<file path="config.mk">
export PLATFORM = sky130hd
export DESIGN_NAME = pbw_wiper_ctrl
export DESIGN_NICKNAME = d
export VERILOG_FILES = /design/src/pbw_nvm.v /design/src/pbw_wiper_ctrl.v
export VERILOG_INCLUDE_DIRS = /design/src
export SDC_FILE = /design/constraint.sdc
export NUM_CORES = 1
export LEC_CHECK = 0
export BUFFER_PORTS_ARGS = -buffer_cell sky130_fd_sc_hd__buf_4
export CAP_MARGIN = 15
export CORE_MARGIN = 1.5
export CORE_UTILIZATION = 60
export CTS_CLUSTER_SIZE = 8
export DETAILED_ROUTE_END_ITERATION = 10
export PLACE_DENSITY_LB_ADDON = 0.1
export SYNTH_ARGS = -nofsm -noshare
export SYNTH_HDL_FRONTEND = slang
export SYNTH_SLANG_ARGS = --single-unit
</file>
<file path="constraint.sdc">
create_clock -name ref_clk_i -period 5.59 [get_ports ref_clk_i]
set_input_delay 0.2795 -clock ref_clk_i [delete_from_list [all_inputs] [get_ports ref_clk_i]]
set_output_delay 0.2795 -clock ref_clk_i [all_outputs]
set_load 0.1 [all_outputs]
</file>
<file path="src/pbw_regs.vh">
`ifndef PBW_REGS_VH
`define PBW_REGS_VH

`define PBW_CLK_HZ          10000000
`define PBW_TICK_US         1000
`define PBW_TICK_CYC        ((`PBW_CLK_HZ / 1000000) * `PBW_TICK_US)
`define PBW_DB_MS           12'h00f
`define PBW_GAP_MS          2
`define PBW_SLOW_MS         12'h0fa
`define PBW_FAST_MS         12'h032
`define PBW_FAST_AFTER_MS   12'h3e8
`define PBW_IDLE_MS         12'h7d0
`define PBW_SHDN_MS         12'h7d0
`define PBW_EXIT_RPT_MS     12'h0fa
`define PBW_WIPER_W         5
`define PBW_WIPER_MAX       5'h1f
`define PBW_WIPER_MIN       5'h00
`define PBW_NV_RESET        5'h10
`define PBW_MS_W            12

`endif

</file>
<file path="src/pbw_nvm.v">
`timescale 1ns/1ps
module pbw_nvm #(
	parameter WIDTH    = 5,
	parameter INIT_VAL = 5'h10,
	parameter WR_CYC   = 16
) (
	input  wire             ref_clk_i,  // clock
	input  wire             rst_i,      // sync reset, active high
	input  wire             wr_i,       // write request pulse
	input  wire [WIDTH-1:0] wr_data_i,  // value to save
	output reg  [WIDTH-1:0] rd_data_o,  // stored value, registered
	output wire             busy_o      // write cycle in progress
);
	// the cell survives rst_i: it models the non-volatile store
	reg [WIDTH-1:0] cell_q = INIT_VAL;
	reg [15:0]      wcnt_q;

	assign busy_o = (wcnt_q != 16'h0000);

	always @(posedge ref_clk_i)
	begin
		if (wr_i && !busy_o)
			cell_q <= wr_data_i;
	end

	always @(posedge ref_clk_i)
	begin
		if (rst_i)
			wcnt_q <= 16'h0000;
		else if (wr_i && !busy_o)
			wcnt_q <= WR_CYC[15:0];
		else if (busy_o)
			wcnt_q <= wcnt_q - 16'h0001;
		rd_data_o <= cell_q;
	end
endmodule // pbw_nvm

</file>
<file path="src/pbw_wiper_ctrl.v">
`timescale 1ns/1ps
`include "pbw_regs.vh"

// Summary of operation
// - store mode pin low at reset enables idle save for the session.
// - pin high at reset: manual save on each valid rising edge.
// - 5-bit wiper counter stepped by buttons, decoded one-hot to 32 taps.
// - presses shorter than the debounce interval change nothing.
// - one press gives one step; held press repeats steps.
// - first second of a held press repeats at slow rate.
// - after one second the repeat switches to the fast rate.
// - release stops stepping at once and returns to standby.
// - multi-button presses are discarded, except shutdown entry.
// - counter saturates at both ends, never wraps.
// - idle save writes the counter after 2 s with no step activity.
// - at reset the stored value is recalled into the counter.
// - manual mode: pin held low blocks step inputs until released high.
// - inputs are ignored during a non-volatile write.
// - both buttons low 2 s enters shutdown, wiper at bottom tap.
// - both buttons must fall within one debounce window, else ignore.
// - any input low over 15 ms leaves shutdown, restoring the wiper.
// - button held beyond 250 ms on exit starts auto-repeat.
// - slow scan steps spaced 250 ms.
// - fast scan steps spaced 50 ms.
module pbw_wiper_ctrl #(
	parameter TICK_CYC = `PBW_TICK_CYC,
	parameter NV_WR_CYC = 16
) (
	input  wire        ref_clk_i,       // 10 MHz clock
	input  wire        rst_i,           // power-up reset, sync, active high
	input  wire        step_up_n_i,     // step up button, active low
	input  wire        step_down_n_i,   // step down button, active low
	input  wire        store_mode_n_i,  // store mode pin, active low
	output reg  [4:0]  wiper_code_o,    // wiper counter as driven to the decoder
	output reg  [31:0] tap_sel_o,       // one-hot tap switch select
	output reg         top_connect_o,   // array connected to top terminal
	output reg         shutdown_o,      // shutdown mode active
	output reg         idle_save_o,     // idle save enabled
	output wire        nv_busy_o        // non-volatile write in progress
);
	localparam [4:0] ST_IDLE = 5'h01;
	localparam [4:0] ST_PRESS = 5'h02;
	localparam [4:0] ST_MULTI = 5'h04;
	localparam [4:0] ST_SHDN = 5'h08;
	localparam [4:0] ST_EXIT = 5'h10;

	localparam [11:0] DB_MS = `PBW_DB_MS;
	localparam [11:0] SLOW_MS = `PBW_SLOW_MS;
	localparam [11:0] FAST_MS = `PBW_FAST_MS;
	localparam [11:0] FAST_AFTER_MS = `PBW_FAST_AFTER_MS;
	localparam [11:0] IDLE_MS = `PBW_IDLE_MS;
	localparam [11:0] SHDN_MS = `PBW_SHDN_MS;
	localparam [11:0] EXIT_RPT_MS = `PBW_EXIT_RPT_MS;

	function [4:0] step_sat;
		input [4:0] v;
		input       up;
		begin
			if (up)
				step_sat = (v == `PBW_WIPER_MAX) ? v : v + 5'h01;
			else
				step_sat = (v == `PBW_WIPER_MIN) ? v : v - 5'h01;
		end
	endfunction

	function [11:0] ms_inc;
		input [11:0] v;
		begin
			ms_inc = (v == 12'hfff) ? v : v + 12'h001;
		end
	endfunction

	// two-stage synchronisers for the three pins
	reg [2:0]  sync1_q;
	reg [2:0]  sync2_q;
	reg [15:0] pre_q;
	reg        tick_q;
	reg [11:0] up_ms_q;
	reg [11:0] dn_ms_q;
	reg [11:0] sm_ms_q;
	reg        up_db_q;
	reg        dn_db_q;
	reg        sm_db_q;
	reg        sm_db_prev_q;
	reg        started_q;
	reg        recall_q;
	reg        idle_en_q;
	reg [4:0]  state_q;
	reg [4:0]  cnt_q;
	reg [4:0]  hold_q;
	reg        dir_up_q;
	reg [11:0] press_ms_q;
	reg [11:0] rpt_ms_q;
	reg [11:0] idle_ms_q;
	reg        dirty_q;
	reg        nv_wr_q;
	reg        sm_blocked_q;
	reg        no_shdn_q;
	wire [4:0] nv_rd;
	wire       nv_busy;
	wire       up_raw;
	wire       dn_raw;
	wire       sm_raw;
	wire       any_step;
	wire       in_ok;
	wire       man_save;

	pbw_nvm #(
		.WIDTH    (5),
		.INIT_VAL (`PBW_NV_RESET),
		.WR_CYC   (NV_WR_CYC)
	) u_nvm (
		.ref_clk_i (ref_clk_i),
		.rst_i     (rst_i),
		.wr_i      (nv_wr_q),
		.wr_data_i (cnt_q),
		.rd_data_o (nv_rd),
		.busy_o    (nv_busy)
	);

	assign nv_busy_o = nv_busy;
	assign up_raw = ~sync2_q[0];
	assign dn_raw = ~sync2_q[1];
	assign sm_raw = ~sync2_q[2];
	assign any_step = up_db_q | dn_db_q;
	assign in_ok = !nv_busy && !nv_wr_q && started_q;
	assign man_save = !idle_en_q && sm_db_prev_q && !sm_db_q && in_ok;

	// no reset here: the mode pin level must reach the strap capture while reset is still held
	always @(posedge ref_clk_i)
	begin
		sync1_q <= {store_mode_n_i, step_down_n_i, step_up_n_i};
		sync2_q <= sync1_q;
	end

	// millisecond tick shared by every interval counter
	always @(posedge ref_clk_i)
	begin
		if (rst_i || pre_q == TICK_CYC[15:0] - 16'h0001)
			pre_q <= 16'h0000;
		else
			pre_q <= pre_q + 16'h0001;
		tick_q <= !rst_i && (pre_q == TICK_CYC[15:0] - 16'h0001);
	end

	// low-time counters restart whenever the pin goes high
	always @(posedge ref_clk_i)
	begin
		if (rst_i)
		begin
			up_ms_q <= 12'h000;
			dn_ms_q <= 12'h000;
			sm_ms_q <= 12'h000;
			up_db_q <= 1'b0;
			dn_db_q <= 1'b0;
			sm_db_q <= 1'b0;
			sm_db_prev_q <= 1'b0;
		end
		else
		begin
			up_ms_q <= !up_raw ? 12'h000 : (tick_q ? ms_inc(up_ms_q) : up_ms_q);
			dn_ms_q <= !dn_raw ? 12'h000 : (tick_q ? ms_inc(dn_ms_q) : dn_ms_q);
			sm_ms_q <= !sm_raw ? 12'h000 : (tick_q ? ms_inc(sm_ms_q) : sm_ms_q);
			up_db_q <= up_raw && (up_ms_q >= DB_MS);
			dn_db_q <= dn_raw && (dn_ms_q >= DB_MS);
			sm_db_q <= sm_raw && (sm_ms_q >= DB_MS);
			sm_db_prev_q <= sm_db_q;
		end
	end

	// strap capture and recall one cycle after reset release, when the pipe is valid
	always @(posedge ref_clk_i)
	begin
		if (rst_i)
		begin
			started_q <= 1'b0;
			recall_q <= 1'b0;
			idle_en_q <= 1'b0;
		end
		else
		begin
			recall_q <= 1'b1;
			if (recall_q && !started_q)
			begin
				started_q <= 1'b1;
				idle_en_q <= sm_raw;
			end
		end
	end

	// manual mode: a low level on the pin locks out stepping until it is high again
	always @(posedge ref_clk_i)
	begin
		if (rst_i)
			sm_blocked_q <= 1'b0;
		else
			sm_blocked_q <= !idle_en_q && started_q && sm_raw;
	end

	always @(posedge ref_clk_i)
	begin
		if (rst_i)
		begin
			state_q <= ST_IDLE;
			cnt_q <= `PBW_NV_RESET;
			hold_q <= `PBW_NV_RESET;
			dir_up_q <= 1'b1;
			press_ms_q <= 12'h000;
			rpt_ms_q <= 12'h000;
			idle_ms_q <= 12'h000;
			dirty_q <= 1'b0;
			nv_wr_q <= 1'b0;
			no_shdn_q <= 1'b0;
		end
		else
		begin
			nv_wr_q <= 1'b0;
			if (recall_q && !started_q)
				cnt_q <= nv_rd;
			if (tick_q)
			begin
				press_ms_q <= ms_inc(press_ms_q);
				rpt_ms_q <= ms_inc(rpt_ms_q);
			end
			// idle timer restarts on any step input activity
			if (up_raw || dn_raw || state_q != ST_IDLE)
				idle_ms_q <= 12'h000;
			else if (tick_q)
				idle_ms_q <= ms_inc(idle_ms_q);
			if (in_ok && idle_en_q && dirty_q && idle_ms_q >= IDLE_MS)
			begin
				nv_wr_q <= 1'b1;
				dirty_q <= 1'b0;
			end
			else if (man_save)
			begin
				nv_wr_q <= 1'b1;
				dirty_q <= 1'b0;
			end
			if (in_ok)
			begin
				case (state_q)
					ST_IDLE:
					begin
						if (!sm_blocked_q && up_db_q && dn_db_q)
						begin
							state_q <= ST_MULTI;
							press_ms_q <= 12'h000;
							no_shdn_q <= 1'b0;
						end
						else if (!sm_blocked_q && (up_raw && dn_raw))
						begin
							// second button may still be inside its debounce window
							state_q <= ST_IDLE;
						end
						else if (!sm_blocked_q && (up_db_q || dn_db_q))
						begin
							state_q <= ST_PRESS;
							dir_up_q <= up_db_q;
							cnt_q <= step_sat(cnt_q, up_db_q);
							dirty_q <= 1'b1;
							press_ms_q <= DB_MS;
							rpt_ms_q <= 12'h000;
						end
					end
					ST_PRESS:
					begin
						if (!(dir_up_q ? up_raw : dn_raw))
							state_q <= ST_IDLE;
						else if (sm_blocked_q)
							state_q <= ST_IDLE;
						else if (dir_up_q ? dn_raw : up_raw)
						begin
							// second button fell after the first had debounced: too late for shutdown
							state_q <= ST_MULTI;
							no_shdn_q <= 1'b1;
						end
						else if (rpt_ms_q >= ((press_ms_q > FAST_AFTER_MS) ? FAST_MS : SLOW_MS))
						begin
							cnt_q <= step_sat(cnt_q, dir_up_q);
							dirty_q <= 1'b1;
							rpt_ms_q <= 12'h000;
						end
					end
					ST_MULTI:
					begin
						if (!up_raw && !dn_raw)
							state_q <= ST_IDLE;
						else if (up_db_q && dn_db_q && !no_shdn_q && press_ms_q >= SHDN_MS)
						begin
							state_q <= ST_SHDN;
							hold_q <= cnt_q;
						end
						else if (!(up_db_q && dn_db_q))
							press_ms_q <= 12'h000;
					end
					ST_SHDN:
					begin
						// must see a release first, else the entry press would exit at once
						if (!up_raw && !dn_raw && !sm_raw)
							state_q <= ST_EXIT;
					end
					ST_EXIT:
					begin
						if (up_db_q || dn_db_q || sm_db_q)
						begin
							cnt_q <= hold_q;
							if (up_db_q ^ dn_db_q)
							begin
								state_q <= ST_PRESS;
								dir_up_q <= up_db_q;
								press_ms_q <= DB_MS;
								rpt_ms_q <= DB_MS - SLOW_MS + EXIT_RPT_MS;
							end
							else
							begin
								state_q <= ST_MULTI;
								no_shdn_q <= 1'b1;
							end
						end
					end
					default:
						state_q <= ST_IDLE;
				endcase
			end
		end
	end

	always @(posedge ref_clk_i)
	begin
		if (rst_i)
		begin
			wiper_code_o <= `PBW_WIPER_MIN;
			tap_sel_o <= 32'h00000001;
			top_connect_o <= 1'b1;
			shutdown_o <= 1'b0;
			idle_save_o <= 1'b0;
		end
		else
		begin
			shutdown_o <= (state_q == ST_SHDN) || (state_q == ST_EXIT);
			top_connect_o <= !((state_q == ST_SHDN) || (state_q == ST_EXIT));
			wiper_code_o <= ((state_q == ST_SHDN) || (state_q == ST_EXIT)) ? `PBW_WIPER_MIN : cnt_q;
			tap_sel_o <= 32'h00000001 << (((state_q == ST_SHDN) || (state_q == ST_EXIT)) ? 5'h00 : cnt_q);
			idle_save_o <= idle_en_q;
		end
	end
endmodule // pbw_wiper_ctrl

</file>
==> metrics.csv <==
metric,value,unit
worst min-delay path category,input pin to flip-flop,
core area,13800,um^2
MaxCap Viol Count,0,
post-synth top area share,0.435,
syn_nets,1003,
Max Freq,344,MHz
count of pins over their slew limit,0,
Root Driver,clkbuf_16,
Yosys cell types,66,
number of synthesized flops with an enable pin,5,
Setup TNS,0,ns
Crit path largest cell delay,0.54,ns
Clock Tree Buf Depth,2,
TritonCTS clock tree,done,
actual slew at the worst max-slew pin,1.08,ns
Cells after Synth,979,
"Cell Chain, Critical Path",inv_1 > ha_1 > nand2b_1 > a21oi_1 > o21ai_0 > ha_1 > nor4_1 > nor3_1 > o211a_1 > o21ai_0 > a21oi_1 > nor2_1,
fraction of registers with async set/reset,0,
critical path's slowest cell,nor3_1,
required time of the critical path,5.89,ns
post-DR vias/cell,5.70,
Chip Height,121,um
Mapped Area,8420,um^2
crit path DAT,3.21,ns
RSZ-0062 raised after global routing,false,
Final Critical Period,2.91,ns
Layout area overhead,12.6,%
"Hold Vio Cnt, Final",0,
I/O pin count,46,
status,"finished, final reports clean",
met3 usage,0.0503,
crit-path max FO,5,
Crit. End Element,flip-flop,
largest net degree at the start of global routing,34,
GR peak layer,met2,
RR Startpoint,press_ms_q[0],
Die X,121,um
Post-CTS Setup Inserts,0,
"area leader, netlist",dfxtp_1,
row count,43,
Design Power,3280,uW
CTS sink cnt,188,
GRT met1 Usage,0.332,
Peak VDD IR,0.000240,V
First DRT Iteration DRCs,532,
Port-buffer cells,45,
Routed Antenna Nets,0,
Worst-path clk slew,0.07,ns
DRC,0,
Static Leakage,0.00359,uW
Starting Density,0.611,
crit path kind,flip-flop to flip-flop,
DP Wirelength,12000,um
crit path launch type,flip-flop,
"Period Utilization, post-route",0.520,
yosys warns,0,
vias in the first global route,6253,
worst-case clock skew,0.0151,ns
Vias,6836,
Num CTS Buffers,17,
WL/cell,14.4,um
Mean Syn Cell Area,8.60,um^2
Slew HR,0.275,
H-tree depth,4,
CP startpoint,press_ms_q[0],
dominant cells by area after synthesis,"dfxtp_1, nor2_1, xor2_1, xnor2_1, nand2_1",
initial antenna violation count,0,
diode count,0,
worst skew pair latency,0.43,ns
DRT Pass-1 Iters,5,
most frequent cells in the layout,"dfxtp_1, nor2_1, nand2_1",
NumNets Final,1031,
# fillers,1152,
grt met2 use,0.381,
Routability Congestion,0.947,
final setup vio count,0,
WL final,17300,um
register area share after synthesis,0.453,
"commonest non-fill, non-tap cell in the layout",dfxtp_1,
hold_sp,rst_i,
Congestion Overflow GR,0,
die area,14800,um^2
first-pass GRT wire length,29200,um
Cell Pwr Density,346,nW/um^2
Main synth FF type,dfxtp_1,
"flops & latches, synth",188,
GRT Total Usage,0.246,
share of layout cells above drive strength 1,0.0961,
-- registers in the layout, indices dropped and copies added (netlist names), 3 cells and up --
name,flops
u_nvm.wcnt_q,16
rpt_ms_q,12
sync1_q,3
u_nvm.rd_data_o,5
press_ms_q,12
cnt_q,5
tap_sel_o,32
hold_q,5
wiper_code_o,5
dn_ms_q,12
idle_ms_q,12
sm_ms_q,12
u_nvm.cell_q,5
pre_q,16
up_ms_q,12
state_q,5
sync2_q,3
-- where the power goes --
group	internal, uW	switching, uW
Combinational	197	325
Sequential	1410	82.1
Clock	748	515
-- layer usage --
layer | share of wire | routed length [um]
met5 | 0 | 0
met4 | 0.022 | 378
met3 | 0.059 | 1020
met2 | 0.45 | 7820
met1 | 0.47 | 8120
-- cell usage after synthesis, drive strengths merged, types with 6 or more instances --
library cell / number
a211oi: 12
a21oi: 40
a31oi: 12
and2: 8
and3: 15
and4: 6
buf: 7
clkbuf: 32
dfxtp: 183
ha: 19
inv: 34
mux2i: 21
nand2: 66
nand2b: 11
nand3: 46
nand4: 27
nor2: 181
nor2b: 8
nor3: 27
nor4: 17
o211a: 6
o211ai: 8
o21ai: 36
o22ai: 7
o31ai: 6
or2: 9
or3: 13
xnor2: 29
xor2: 43
-- final cells by class --
cell class,instances,area (um^2),area share
multi-input combinational,718,4310,0.455
sequential,188,3810,0.402
clock buffer,21,472,0.0498
timing repair buffer,48,368,0.0388
tap,180,225,0.0238
clock inverter,11,158,0.0166
inverter,34,128,0.0135
-- worst paths after layout --
path,endpoint,slack (ns),depth (start not counted)
worst min register to register,sync2_q[2],0.33,0
worst max-delay path,rpt_ms_q[2],2.68,12
worst min-delay path,started_q,0.25,2
worst max register to register,rpt_ms_q[2],2.68,12
-- per-stage QoR --
step / cells / cell area [um^2] / setup slack (ns) / utilization / hold slack, ns
detailed placement: 1165 / 8820 / 2.71 / 0.640 / 0.315
global route: 1200 / 9480 / 2.37 / 0.688 / 0.246
CTS: 1200 / 9480 / 2.69 / 0.688 / 0.226
finish: 1200 / 9480 / 2.68 / 0.688 / 0.248
global placement: 1165 / 8820 / 2.84 / 0.640 / 0.310
floorplan: 979 / 8420 / 3.06 / - / 0.307
-- logic make-up (layout without fill, tap and decap cells) --
group           Yosys count  after routing  synth area share
fa+ha+maj                19             19            0.0282
mux                      23             23            0.0276
compound gates          151            151             0.118
buf+inv                  73            114            0.0346
flops                   188            188             0.453
simple gates            453            453             0.263
xor+xnor                 72             72            0.0749
-- timing repair --
action                                 CTS  global route
hold buffers                             3             0
endpoints found under the hold margin    3             0
gates resized for setup                  0             0
-- worst max-delay path: cells and delay by family, from the launching register on --
kind,cells,cell delay [ns]
buffers and inverters,1,0.08
DFF,1,0.36
and+or+nand+nor,4,0.71
AOI/OAI and AO/OA,5,1.19
adders and majority gates,2,0.44
Power figures use the tool's default switching activity.
